[config.mk]
export PLATFORM = sky130hd
export DESIGN_NAME = gpx_expander
export DESIGN_NICKNAME = d
export VERILOG_FILES = /design/src/hdl/gpx_expander.v
export VERILOG_INCLUDE_DIRS = /design/src /design/src/hdl
export SDC_FILE = /design/constraint.sdc
export NUM_CORES = 1
export LEC_CHECK = 0
export BUFFER_PORTS_ARGS = -buffer_cell sky130_fd_sc_hd__buf_4
export CELL_PAD_IN_SITES_DETAIL_PLACEMENT = 0
export CELL_PAD_IN_SITES_GLOBAL_PLACEMENT = 1
export CORE_MARGIN = 1
export CORE_UTILIZATION = 23
export DETAILED_ROUTE_END_ITERATION = 10
export PLACE_DENSITY_LB_ADDON = 0.25
export SLEW_MARGIN = 20
export SYNTH_ARGS = -nofsm -noshare
export SYNTH_HDL_FRONTEND = slang
export SYNTH_SLANG_ARGS = --single-unit
[constraint.sdc]
create_clock -name clk_i -period 3 [get_ports clk_i]
set_clock_uncertainty 0.2 [all_clocks]
set_input_delay 0.15 -clock clk_i [delete_from_list [all_inputs] [get_ports clk_i]]
set_output_delay 0.15 -clock clk_i [all_outputs]
set_load 0.05 [all_outputs]
[src/hdl/gpx_regs.vh]
`ifndef GPX_REGS_VH
`define GPX_REGS_VH

// ------------------------------------------------------------------
// Register indices selected by the low three pointer bits.
// ------------------------------------------------------------------
`define GPX_REG_LEVEL_LO  3'h0
`define GPX_REG_LEVEL_HI  3'h1
`define GPX_REG_DRIVE_LO  3'h2
`define GPX_REG_DRIVE_HI  3'h3
`define GPX_REG_INVERT_LO 3'h4
`define GPX_REG_INVERT_HI 3'h5
`define GPX_REG_DIR_LO    3'h6
`define GPX_REG_DIR_HI    3'h7

// Register group encoded in pointer bits 2 and 1.
`define GPX_GRP_LEVEL     2'h0
`define GPX_GRP_DRIVE     2'h1
`define GPX_GRP_INVERT    2'h2
`define GPX_GRP_DIR       2'h3

// ------------------------------------------------------------------
// Reset values.
// ------------------------------------------------------------------
`define GPX_RST_DRIVE     8'hff
`define GPX_RST_INVERT    8'h00
`define GPX_RST_DIR       8'hff
`define GPX_RST_POINTER   8'h00

// Upper four bits of the seven-bit slave address; the value is arbitrary.
`define GPX_ADDR_UPPER    4'h4

// Cycles after reset during which the change reference tracks the pins.
`define GPX_SETTLE_CYC    2'h3

`endif

[src/hdl/gpx_expander.v]
`timescale 1ns/1ps
`default_nettype none
`include "gpx_regs.vh"

// Contract
// - Three strap inputs pick one of eight slave addresses.
// - Address byte last bit: one means read, zero means write.
// - After address acknowledge, the first written byte loads the pointer.
// - Low three pointer bits select the target register; pointer is write only.
// - Pointers 0 and 1 read sampled pin levels regardless of direction.
// - Writes to the level registers are ignored.
// - Level registers have no fixed reset value; they follow the pins.
// - Pointers 2 and 3 drive values; they affect output pins only.
// - Drive register reads return the written value, not the pin.
// - Pointers 4 and 5 are inversion selects acting on the level read of every pin, whatever its direction.
// - Inversion bit one stores the complemented pin level.
// - Inversion bit zero stores the pin level unchanged.
// - Pointers 6 and 7 set direction; one makes a high-impedance input.
// - Direction zero makes the pin a driven output following drive bit.
// - Reset loads defaults and initialises the bus state machine.
// - After each data byte the pointer flips to the pair partner.
// - Change output goes low on any edge of an input pin only.
// - Change clears when pin returns or its port level is read.
module gpx_expander (
  input  wire       clk_i,
  input  wire       rst_n_i,
  input  wire       scl_i,
  input  wire       sda_i,
  output reg        sda_o,
  output reg        sda_oe_o,
  input  wire       addr_strap_bit0_i,
  input  wire       addr_strap_bit1_i,
  input  wire       addr_strap_bit2_i,
  input  wire [7:0] low_port_pin_i,
  input  wire [7:0] high_port_pin_i,
  output reg  [7:0] low_port_pin_o,
  output reg  [7:0] low_port_pin_oe_o,
  output reg  [7:0] high_port_pin_o,
  output reg  [7:0] high_port_pin_oe_o,
  output reg        pin_change_n_o
);

  // ----------------------------------------------------------------
  // Bus state machine encoding.
  // ----------------------------------------------------------------
  localparam [3:0] ST_IDLE  = 4'h0;
  localparam [3:0] ST_ADDR  = 4'h1;
  localparam [3:0] ST_AACK  = 4'h2;
  localparam [3:0] ST_CMD   = 4'h3;
  localparam [3:0] ST_CACK  = 4'h4;
  localparam [3:0] ST_WDATA = 4'h5;
  localparam [3:0] ST_WACK  = 4'h6;
  localparam [3:0] ST_RDATA = 4'h7;
  localparam [3:0] ST_RACK  = 4'h8;

  // ----------------------------------------------------------------
  // Synchronisers for every input from outside the clock domain.
  // ----------------------------------------------------------------
  reg  [1:0] scl_sync_r;
  reg  [1:0] sda_sync_r;
  reg        scl_prev_r;
  reg        sda_prev_r;
  reg  [2:0] strap_meta_r;
  reg  [2:0] strap_r;
  reg  [7:0] lo_meta_r;
  reg  [7:0] lo_pin_r;
  reg  [7:0] hi_meta_r;
  reg  [7:0] hi_pin_r;

  // Two flip-flops per input; only the second stage is read by logic.
  always @(posedge clk_i or negedge rst_n_i) begin
    if (!rst_n_i) begin
      scl_sync_r   <= 2'h3;
      sda_sync_r   <= 2'h3;
      scl_prev_r   <= 1'b1;
      sda_prev_r   <= 1'b1;
      strap_meta_r <= 3'h0;
      strap_r      <= 3'h0;
      lo_meta_r    <= 8'h00;
      lo_pin_r     <= 8'h00;
      hi_meta_r    <= 8'h00;
      hi_pin_r     <= 8'h00;
    end else begin
      scl_sync_r   <= {scl_sync_r[0], scl_i};
      sda_sync_r   <= {sda_sync_r[0], sda_i};
      scl_prev_r   <= scl_sync_r[1];
      sda_prev_r   <= sda_sync_r[1];
      strap_meta_r <= {addr_strap_bit2_i, addr_strap_bit1_i, addr_strap_bit0_i};
      strap_r      <= strap_meta_r;
      lo_meta_r    <= low_port_pin_i;
      lo_pin_r     <= lo_meta_r;
      hi_meta_r    <= high_port_pin_i;
      hi_pin_r     <= hi_meta_r;
    end
  end

  // Bus events seen on the synchronised lines.
  wire scl_s    = scl_sync_r[1];
  wire sda_s    = sda_sync_r[1];
  wire scl_rise = scl_s & ~scl_prev_r;
  wire scl_fall = ~scl_s & scl_prev_r;
  wire bus_start = scl_s & scl_prev_r & sda_prev_r & ~sda_s;
  wire bus_stop  = scl_s & scl_prev_r & ~sda_prev_r & sda_s;

  // ----------------------------------------------------------------
  // Register file and level view.
  // ----------------------------------------------------------------
  reg  [7:0] drive_r  [0:1];
  reg  [7:0] invert_r [0:1];
  reg  [7:0] dir_r    [0:1];
  reg  [7:0] pointer_r;

  // Level registers carry no state of their own: pin level xor inversion.
  wire [7:0] level_lo = lo_pin_r ^ invert_r[0];
  wire [7:0] level_hi = hi_pin_r ^ invert_r[1];

  // Read multiplexer; during the master acknowledge it selects the pair partner.
  reg  [3:0] state_r;
  reg  [7:0] rd_data;
  wire [2:0] rd_sel = (state_r == ST_RACK) ? {pointer_r[2:1], ~pointer_r[0]} : pointer_r[2:0];
  always @* begin
    case (rd_sel)
      `GPX_REG_LEVEL_LO:  rd_data = level_lo;
      `GPX_REG_LEVEL_HI:  rd_data = level_hi;
      `GPX_REG_DRIVE_LO:  rd_data = drive_r[0];
      `GPX_REG_DRIVE_HI:  rd_data = drive_r[1];
      `GPX_REG_INVERT_LO: rd_data = invert_r[0];
      `GPX_REG_INVERT_HI: rd_data = invert_r[1];
      `GPX_REG_DIR_LO:    rd_data = dir_r[0];
      `GPX_REG_DIR_HI:    rd_data = dir_r[1];
      default:            rd_data = 8'h00;
    endcase
  end

  // ----------------------------------------------------------------
  // Bus slave.
  // ----------------------------------------------------------------
  reg  [3:0] bit_cnt_r;
  reg  [7:0] shift_r;
  reg  [7:0] tx_r;
  reg        rw_r;
  reg        nack_r;
  reg  [1:0] rd_clr;
  wire       ptr_port = pointer_r[0];
  wire       addr_hit = (shift_r[7:1] == {`GPX_ADDR_UPPER, strap_r});

  // Master acknowledge sampled on SCL rise; a level read clears its port flag.
  always @* begin
    rd_clr = 2'h0;
    if (state_r == ST_RACK && scl_rise && pointer_r[2:1] == `GPX_GRP_LEVEL) begin
      rd_clr[ptr_port] = 1'b1;
    end
  end

  // Data byte complete on the eighth SCL fall: store it as this slave starts its acknowledge.
  wire       wr_en    = (state_r == ST_WDATA) && scl_fall && (bit_cnt_r == 4'h8);

  // Serial engine: bits shift in on SCL rise and change out on SCL fall.
  always @(posedge clk_i or negedge rst_n_i) begin
    if (!rst_n_i) begin
      state_r   <= ST_IDLE;
      bit_cnt_r <= 4'h0;
      shift_r   <= 8'h00;
      tx_r      <= 8'h00;
      rw_r      <= 1'b0;
      nack_r    <= 1'b1;
      sda_o     <= 1'b0;
      sda_oe_o  <= 1'b0;
      pointer_r <= `GPX_RST_POINTER;
    end else begin
      sda_o <= 1'b0;
      if (bus_start) begin
        state_r   <= ST_ADDR;
        bit_cnt_r <= 4'h0;
        sda_oe_o  <= 1'b0;
      end else if (bus_stop) begin
        state_r  <= ST_IDLE;
        sda_oe_o <= 1'b0;
      end else if (scl_rise) begin
        case (state_r)
          ST_ADDR, ST_CMD, ST_WDATA: begin
            shift_r   <= {shift_r[6:0], sda_s};
            bit_cnt_r <= bit_cnt_r + 4'h1;
          end
          ST_RACK: begin
            nack_r <= sda_s;
          end
          default: begin
          end
        endcase
      end else if (scl_fall) begin
        case (state_r)
          ST_ADDR: begin
            if (bit_cnt_r == 4'h8) begin
              if (addr_hit) begin
                rw_r     <= shift_r[0];
                sda_oe_o <= 1'b1;
                state_r  <= ST_AACK;
              end else begin
                state_r <= ST_IDLE;
              end
            end
          end
          ST_AACK: begin
            bit_cnt_r <= 4'h0;
            tx_r      <= {rd_data[6:0], 1'b0};
            sda_oe_o  <= rw_r & ~rd_data[7];
            state_r   <= rw_r ? ST_RDATA : ST_CMD;
          end
          ST_CMD: begin
            if (bit_cnt_r == 4'h8) begin
              pointer_r <= shift_r;
              sda_oe_o  <= 1'b1;
              state_r   <= ST_CACK;
            end
          end
          ST_CACK: begin
            sda_oe_o  <= 1'b0;
            bit_cnt_r <= 4'h0;
            state_r   <= ST_WDATA;
          end
          ST_WDATA: begin
            if (bit_cnt_r == 4'h8) begin
              sda_oe_o <= 1'b1;
              state_r  <= ST_WACK;
            end
          end
          ST_WACK: begin
            sda_oe_o     <= 1'b0;
            bit_cnt_r    <= 4'h0;
            pointer_r[0] <= ~pointer_r[0];
            state_r      <= ST_WDATA;
          end
          ST_RDATA: begin
            bit_cnt_r <= bit_cnt_r + 4'h1;
            if (bit_cnt_r == 4'h7) begin
              sda_oe_o <= 1'b0;
              state_r  <= ST_RACK;
            end else begin
              sda_oe_o <= ~tx_r[7];
              tx_r     <= {tx_r[6:0], 1'b0};
            end
          end
          ST_RACK: begin
            pointer_r[0] <= ~pointer_r[0];
            bit_cnt_r    <= 4'h0;
            tx_r         <= {rd_data[6:0], 1'b0};
            sda_oe_o     <= ~nack_r & ~rd_data[7];
            state_r      <= nack_r ? ST_IDLE : ST_RDATA;
          end
          default: begin
            sda_oe_o <= 1'b0;
            state_r  <= ST_IDLE;
          end
        endcase
      end
    end
  end

  // ----------------------------------------------------------------
  // Register writes; the pair partner for the next byte comes from the pointer flip.
  // ----------------------------------------------------------------
  always @(posedge clk_i or negedge rst_n_i) begin
    if (!rst_n_i) begin
      drive_r[0]  <= `GPX_RST_DRIVE;
      drive_r[1]  <= `GPX_RST_DRIVE;
      invert_r[0] <= `GPX_RST_INVERT;
      invert_r[1] <= `GPX_RST_INVERT;
      dir_r[0]    <= `GPX_RST_DIR;
      dir_r[1]    <= `GPX_RST_DIR;
    end else if (wr_en) begin
      case (pointer_r[2:1])
        `GPX_GRP_DRIVE:  drive_r[ptr_port]  <= shift_r;
        `GPX_GRP_INVERT: invert_r[ptr_port] <= shift_r;
        `GPX_GRP_DIR:    dir_r[ptr_port]    <= shift_r;
        default: begin
        end  // Level registers are read only.
      endcase
    end
  end

  // ----------------------------------------------------------------
  // Pin drivers.
  // ----------------------------------------------------------------
  // Drive value always presented; enable only where direction bit is zero.
  always @(posedge clk_i or negedge rst_n_i) begin
    if (!rst_n_i) begin
      low_port_pin_o     <= `GPX_RST_DRIVE;
      high_port_pin_o    <= `GPX_RST_DRIVE;
      low_port_pin_oe_o  <= 8'h00;
      high_port_pin_oe_o <= 8'h00;
    end else begin
      low_port_pin_o     <= drive_r[0];
      high_port_pin_o    <= drive_r[1];
      low_port_pin_oe_o  <= ~dir_r[0];
      high_port_pin_oe_o <= ~dir_r[1];
    end
  end

  // ----------------------------------------------------------------
  // Change detection.
  // ----------------------------------------------------------------
  reg  [7:0] ref_lo_r;
  reg  [7:0] ref_hi_r;
  reg  [1:0] settle_r;
  wire       settling = (settle_r != `GPX_SETTLE_CYC);

  // Difference from the reference on input-direction pins only.
  wire chg_lo = |((lo_pin_r ^ ref_lo_r) & dir_r[0]);
  wire chg_hi = |((hi_pin_r ^ ref_hi_r) & dir_r[1]);

  // Reference tracks the pins after reset, then reloads on a level read.
  always @(posedge clk_i or negedge rst_n_i) begin
    if (!rst_n_i) begin
      ref_lo_r       <= 8'h00;
      ref_hi_r       <= 8'h00;
      settle_r       <= 2'h0;
      pin_change_n_o <= 1'b1;
    end else begin
      if (settling) begin
        settle_r <= settle_r + 2'h1;
      end
      if (settling || rd_clr[0]) begin
        ref_lo_r <= lo_pin_r;
      end
      if (settling || rd_clr[1]) begin
        ref_hi_r <= hi_pin_r;
      end
      // A pin returning to its reference clears the flag; no flag until the reference settles.
      pin_change_n_o <= settling | ~((chg_lo & ~rd_clr[0]) | (chg_hi & ~rd_clr[1]));
    end
  end

endmodule
`default_nettype wire

## Word level (Yosys, flattened, before mapping)

Cells that the tools add are included.

- Register bits after elaboration: 173
- Output and inout port bits: 35

- Add/sub/neg operators: 2
- $lt $le $gt $ge: 4
- Equality and inequality tests: 33
- Multiplexer cells: 41
- Bitwise gates (word level): 36
- Reduce and logical (&&, ||, !) cells: 35

Operators with widths:

| operator | count |
|---|---|
| 8-bit one-hot mux with 8 select lines | 1 |
| 4-bit 2-to-1 mux | 13 |
| 16-bit bitwise mux | 3 |
| 8-bit XOR | 4 |
| 4-bit one-hot mux with 7 select lines | 1 |
| 6-bit AND reduction | 4 |
| 4-bit by 3-bit equality test with 1-bit output (second input constant) | 5 |
| 8-bit bitwise AND | 2 |
| 8-bit 2-to-1 mux | 2 |
| 4-bit inequality test (second input constant) | 4 |
| 8-bit inverter | 2 |
| 8-bit one-hot mux with 2 select lines | 1 |
| 8-bit OR reduction | 2 |
| 1-bit inverter | 14 |
| 3-bit equality test (second input constant) | 4 |
| 4-bit AND reduction | 3 |
| 1-bit bitwise AND | 11 |
| 1-bit 2-to-1 mux | 11 |
| 8-bit demux with 1-bit select | 1 |
| 4-bit by 2-bit equality test with 1-bit output (second input constant) | 2 |
| 4-bit equality test (second input constant) | 2 |
| 2-bit inequality test (second input constant) | 4 |
| 4-bit one-hot mux with 2 select lines | 1 |
| 2-bit OR reduction | 4 |
| other kinds (34) | 50 |

## Logic depth before layout (Yosys ltp)

Gate-level depths: netlist of the first run.

- Depth in word-level cells: 11
- Mapped depth: 8
- Mapped depth without buffers: 7

## Worst setup path after synthesis of the first run

Ideal clock, no wire load.

- Path type: reg2reg
- Start point: register bit_cnt_r[0]
- End point: register invert_r[0] (netlist bit)
- Data arrival time: 2.126 ns
- Data required time: 2.675 ns
- Setup slack: 0.549 ns
- Cell stages (with the launch flop): 9
- Path buffers: 1
- Clock period less this slack: 2.451 ns
- Cell sequence: dfrtp_1 inv_1 ha_1 and3b_2 nand4b_2 or4_1 buf_2 nor3b_4 mux2_2

- Longest elaborated chain between the ends: 3

RTL lines:

| element | line | RTL |
|---|---|---|
| start: declaration | gpx_expander.v:138 | `reg [3:0] bit_cnt_r;` |
| start signal: assignment | gpx_expander.v:183 | `bit_cnt_r <= bit_cnt_r + 4'h1;` |
| start signal: assignment | gpx_expander.v:235 | `bit_cnt_r <= bit_cnt_r + 4'h1;` |
| 4-bit equality test | gpx_expander.v:156 | `wire wr_en = (state_r == ST_WDATA) && scl_fall && (bit_cnt_r == 4'h8);` |
| 1-bit logical AND | gpx_expander.v:156 |  |
| 2-bit AND reduction (no line) | - |  |
| end signal: indexed assignment | gpx_expander.v:274 | `` `GPX_GRP_INVERT: invert_r[ptr_port] <= shift_r; `` |
| end: declaration | gpx_expander.v:109 | `reg [7:0] invert_r [0:1];` |

No other way between the ends.
A chain may end at the register's enable or synchronous reset.

## Worst setup path in the final report of the first run

- Start point: register bit_cnt_r[0]
- End point: register invert_r[3] (netlist bit)

Same word-level chain as after synthesis.

==> key figures, run 1 <==
Clocking
  – Clock Latency Late Sink: approximately 0.44 ns
  – Cts repair resizes: 0
  – CTS H-tree depth: 4
  – Sink Count: around 170
  – # hold bufs at CTS: 22
  – Postcts setup bufs: 0
  – Clock buffer count from CTS: 17
  – Clock transition at path regs: about 0.080 ns
  – CTS tree: built
  – CTS max path bufs: 2
  – CTS root buf: clkbuf_16

Layout
  – Sequential Area: roughly 4400 µm²
  – Layout cells sized above 1: between 30% and 40%
  – Final net count: 713
  – Ant. Diodes: 0
  – Commonest non-fill, non-tap cell in the layout: dfrtp_1
  – Most frequent cells in the layout: dfrtp_1, buf_4, mux2_2
  – Fillers: roughly 3,300
  – Design Area, Final: approximately 9400 µm²
  – Area Growth Syn to Fin: 25.6%
  – Largest registers: dir_r x16, drive_r x16, invert_r x16
  – Area of the multi-input gates: around 2900 µm²

Critical path
  – Worst R2R Start: bit_cnt_r[0]$_DFFE_PN0P_
  – Reg-to-reg endpoint: invert_r[3]$_DFFE_PN0P_
  – Bufs and invs on worst path: 1
  – Critical path origin: bit_cnt_r[0]$_DFFE_PN0P_
  – Max incr delay on CP: 0.57 ns
  – CP Launch Type: flop
  – CP Cell Sequence: inv_1 > ha_1 > and3b_2 > nand4b_2 > or4_1 > nor3b_4 > mux2_2
  – Critical Path Sink Type: flop
  – Worst path required time: 3.12 ns
  – Worst Path Max Fanout: 8
  – Worst R2R Path Depth: 7
  – Slowest CP cell: or4_1
  – Critical path type: reg -> reg
  – Worst Path Arrival: between 2 and 3 ns
  – CP top delay family: simple AND/OR/NAND/NOR gates
  – Reg2Reg Setup Slack: ~0.25 ns

Run
  – Max-cap violations: 0

Placement
  – Port buffer count: 56
  – Dpl cell area: approximately 8500 µm²
  – Hpwl dp: roughly 14 mm
  – Final GP Congestion: between 0.8 and 0.9

Floorplan
  – Core area: ~32,000 µm²
  – Top-Level Pins: just under 60
  – Die height: around 180 µm
  – Area of the die: 33,300 µm²
  – Initial core utilization: about a quarter
  – Row count: 65
  – Die Wd: approximately 180 µm

Route
  – Vias: 4,864
  – Post-DR vias/cell: around 4.3
  – Routed Antenna Nets: 0
  – Final WL: roughly 19 mm
  – Drt first-iter violations: a little under 200
  – DRT Pass-1 Iters: 6
  – Per-cell routed wire length: 17.2 µm
  – DR DRC count: 0

Yosys
  – Mapped cell area: 7480 µm²
  – Seq/Total Area, Yosys: ~58%
  – Post-synth top area share: between 30% and 40%
  – Post-synth ARST share: 100%
  – Post-Syn Instances: 588
  – Ys Warns: 0
  – Yosys top cell by area: dfrtp_1
  – Synth cell types: just under 70
  – Syn Area/Cell: about 13 µm²
  – Predominant post-synthesis flop cell: dfrtp_1
  – Synthesized Nets: 617
  – EDFF count, synth: 0
  – Seq cells post-synth: 172
  – Top cells by area, synth: dfrtp_1, dfstp_2, mux2_2

Global route
  – Overall global routing resource usage: roughly 12%
  – Grt ovf: 0
  – First-pass GRT wire length: 30.8 mm
  – Initial antenna violation count: 0
  – Vias in the first global route: 5,082
  – Largest net degree at the start of global routing: 83

Power and ir drop
  – Maximum VDD drop: 0.298 mV
  – Power, Total: 5.14 mW
  – LEAKAGE: around 3.9 nW
  – Cell Pwr Density: around 550 nW/µm²

Hold path
  – Worst min-delay path class: in -> async

STA
  – Final Hold Fails: 0
  – Final setup viols: 0
  – Crit path time final: approximately 2.7 ns
  – Slew HR: ~55%
  – FMAX: about 360 MHz
  – Slew Viols, Final: 0
  – Actual slew at the worst max-slew pin: ~0.68 ns
  – Final Cycle Share: between 90% and 100%
  – RSZ-0062 raised after global routing: no
  – Setup_tns: 0 ns

Run status
  – Status: completed
cell families after synthesis:
family / share of synthesized area (%)
multiplexers: 14.3
AO/OA/AOI/OAI: 9.52
other: 0.0501
buffers and inverters: 3.26
flip-flops: 58.5
adder cells (fa/ha/maj): 1.14
AND/OR/NAND/NOR: 9.06
XOR/XNOR: 4.20
area by class of cell:
class	count	area share, %
Tap cell	435	5.79
Clock buffer	17	4.53
Inverter	35	1.40
Clock inverter	15	2.24
Sequential cell	172	46.5
Multi-Input combinational cell	356	30.5
Timing Repair Buffer	102	9.04
power breakdown:
group          total, mW  internal (mW)  leakage [nW]  switching, mW
logic              0.324          0.141          1.57          0.183
registers           2.48           2.39          1.97         0.0876
clock network       2.34           1.23         0.309           1.11
total               5.14           3.76          3.85           1.38
cell usage after synthesis (all sizes together), types with 7 or more instances:
cell	n
clkbuf	12
nor2b	11
nand2b	9
mux2i	17
dfrtp	116
o22ai	7
dfstp	56
nor2	16
xnor2	24
mux2	76
xor2	11
a21oi	13
o21ai	29
nand3	8
buf	13
inv	35
nand2	28
metal layers:
layer  share of wire [%]  track usage (%)  vias to the layer above  wire length (µm)
met2                  46             19.4                       97              8970
met3                 2.9             2.12                       18               573
met1                  50             16.9                     2466              9680
met5                   0                0                        -                 0
li1                    -                -                     2283                 -
met4                 1.3             4.17                        0               246
per-stage QoR:
step / std cells / util [%] / hold WS [ns] / setup WS (ns)
6_report: 1132 / 29.6 / 0.00161 / 0.254
5_1_grt: 1132 / 29.6 / 0.0262 / 0.192
4_1_cts: 1132 / 29.6 / 0.00679 / 0.236
3_5_place_dp: 1078 / 26.9 / -0.113 / 0.253
3_3_place_gp: 1078 / 26.9 / -0.120 / 0.298
2_1_floorplan: 588 / - / -0.346 / 0.549
worst max path at each step:
stage                              end  slack, ns  cells past startpoint
6_report       invert_r[3]$_DFFE_PN0P_       0.25                      7
5_1_grt        invert_r[2]$_DFFE_PN0P_       0.19                      7
4_1_cts        invert_r[3]$_DFFE_PN0P_       0.24                      7
3_5_place_dp   invert_r[3]$_DFFE_PN0P_       0.25                      7
3_3_place_gp   invert_r[4]$_DFFE_PN0P_       0.30                      7
2_1_floorplan  invert_r[0]$_DFFE_PN0P_       0.55                      8
(Power assumes the default switching activity.)
==> inputs of run 2 (changes only) <==
==> constraint.sdc (replaced) <==
create_clock -name clk_i -period 3 [get_ports clk_i]
set_clock_uncertainty 0.2 [all_clocks]
set_input_delay 0.3 -clock clk_i [delete_from_list [all_inputs] [get_ports clk_i]]
set_output_delay 0.3 -clock clk_i [all_outputs]
set_load 0.05 [all_outputs]
==> key figures, run 2 (synthesized netlist as in run 1, its figures left out) <==
Power and ir drop
  – Maximum VDD drop: about 0.32 mV
  – Power, Total: approximately 5 mW
  – LEAKAGE: roughly 3.8 nW
  – Cell Pwr Density: roughly 540 nW/µm²

Hold path
  – Worst Hold Depth: 0
  – Worst min-delay path class: reg -> reg

Layout
  – Sequential Area: between 4000 and 5000 µm²
  – Commonest non-fill, non-tap cell in the layout: dfrtp_1
  – Fillers: between 3,000 and 4,000
  – Count of non-filler cells in the finished layout: ~1,100
  – Ant. Diodes: 0
  – Core Util, Final: roughly 29%
  – Most frequent cells in the layout: dfrtp_1, buf_4, mux2_2
  – Area Growth Syn to Fin: 25.1%
  – Largest registers: dir_r x16, drive_r x16, invert_r x16
  – Area of the multi-input gates: between 2000 and 3000 µm²
  – Layout cells sized above 1: between 30% and 40%
  – Final net count: between 700 and 800
  – Design Area, Final: 9360 µm²

STA
  – Actual slew at the worst max-slew pin: slightly above 0.8 ns
  – Slew HR: 46.3%
  – Slew Viols, Final: 0
  – Setup WS post-layout: approximately 0.2 ns
  – Final setup viols: 0
  – Final Cycle Share: between 90% and 100%
  – Setup_tns: 0 ns
  – Min Hold Slack: ~0.15 ns
  – RSZ-0062 raised after global routing: no
  – Final Hold Fails: 0
  – Crit path time final: 2.79 ns
  – FMAX: around 360 MHz

Floorplan
  – Core area: roughly 32,000 µm²
  – Initial core utilization: 23.5%
  – Row count: 65
  – Top-Level Pins: slightly below 60
  – Area of the die: 33,300 µm²
  – Die Wd: about 180 µm
  – Die height: roughly 180 µm

Run
  – Max-cap violations: 0

Route
  – Vias: about 4,900
  – DRT Pass-1 Iters: 6
  – Routed Antenna Nets: 0
  – DR DRC count: 0
  – Drt first-iter violations: between 200 and 300
  – Per-cell routed wire length: 17.0 µm
  – Post-DR vias/cell: around 4.3
  – Final WL: 19.3 mm

Critical path
  – Critical Path Sink Type: flop
  – Reg2Reg Setup Slack: ~0.21 ns
  – Worst path required time: 3.12 ns
  – CP Launch Type: flop
  – Slowest CP cell: or4_1
  – Worst Path Max Fanout: 8
  – Max incr delay on CP: approximately 0.59 ns
  – Worst R2R Path Depth: 7
  – Worst Path Arrival: roughly 2.9 ns
  – CP Cell Sequence: inv_1 > ha_1 > and3b_2 > nand4b_2 > or4_1 > nor3b_4 > mux2_2
  – Critical path type: reg -> reg

Clocking
  – Sink Count: roughly 170
  – CTS H-tree depth: 4
  – Clock transition at path regs: 0.08 ns
  – Clock buffer count from CTS: 17
  – Cts repair resizes: 0
  – CTS root buf: clkbuf_16
  – Clock Latency Late Sink: ~0.44 ns
  – CTS tree: built
  – CTS max path bufs: 2

Placement
  – Final GP Congestion: about 0.83
  – Inst Count DP: approximately 1,100
  – Worst slack, placed: 0.190 ns
  – Port buffer count: 56
  – Dpl cell area: between 8000 and 9000 µm²
  – Hpwl dp: roughly 14 mm

Global route
  – First-pass GRT wire length: between 30 and 40 mm
  – Initial antenna violation count: 0
  – Grt ovf: 0
  – Vias in the first global route: just over 5,000
  – Overall global routing resource usage: between 10% and 20%
  – Largest net degree at the start of global routing: a little under 90

Run status
  – Status: completed
-- run 2: timing repair --
action,4_1_cts,5_1_grt
setup buffers,0,0
hold buffers,22,0
hold endpoints to repair,83,0
-- run 2: where the power goes --
group | internal (mW) | leakage [nW] | switching, mW | total, mW
sequential | 2.39 | 1.97 | 0.0912 | 2.49
clock | 1.14 | 0.298 | 1.11 | 2.25
combinational | 0.142 | 1.56 | 0.179 | 0.321
-- run 2: layer usage --
metal	wire length, µm	GRT usage [%]	vias to the layer above
met1	9580	17.5	2472
met5	0	0	-
met2	8720	18.9	120
li1	-	-	2285
met3	649	2.39	20
met4	310	4.03	0
-- run 2: layout make-up --
type,instances,share of cell area [%]
Clock buffer,17,4.54
Sequential cell,172,46.7
Timing Repair Buffer,101,8.86
Tap cell,435,5.81
Multi-Input combinational cell,356,30.6
Clock inverter,15,2.05
Inverter,35,1.40
-- run 2: critical path: cells and delay by family (launching register included) --
family | cells | cell delay, ns
buffers and inverters | 1 | 0.09
flip-flops | 1 | 0.43
AND/OR/NAND/NOR | 4 | 1.42
adder cells (fa/ha/maj) | 1 | 0.16
multiplexers | 1 | 0.39
-- run 2: worst paths after layout --
path	from	to
max in group asynchronous	rst_n_i	dir_r[6]$_DFFE_PN1P_
min	hi_meta_r[1]$_DFF_PN0_	hi_pin_r[1]$_DFF_PN0_
min in group asynchronous	rst_n_i	low_port_pin_oe_o[3]$_DFF_PN0_
max	bit_cnt_r[0]$_DFFE_PN0P_	invert_r[0]$_DFFE_PN0P_
min reg2reg	hi_meta_r[1]$_DFF_PN0_	hi_pin_r[1]$_DFF_PN0_
max reg2reg	bit_cnt_r[0]$_DFFE_PN0P_	invert_r[0]$_DFFE_PN0P_
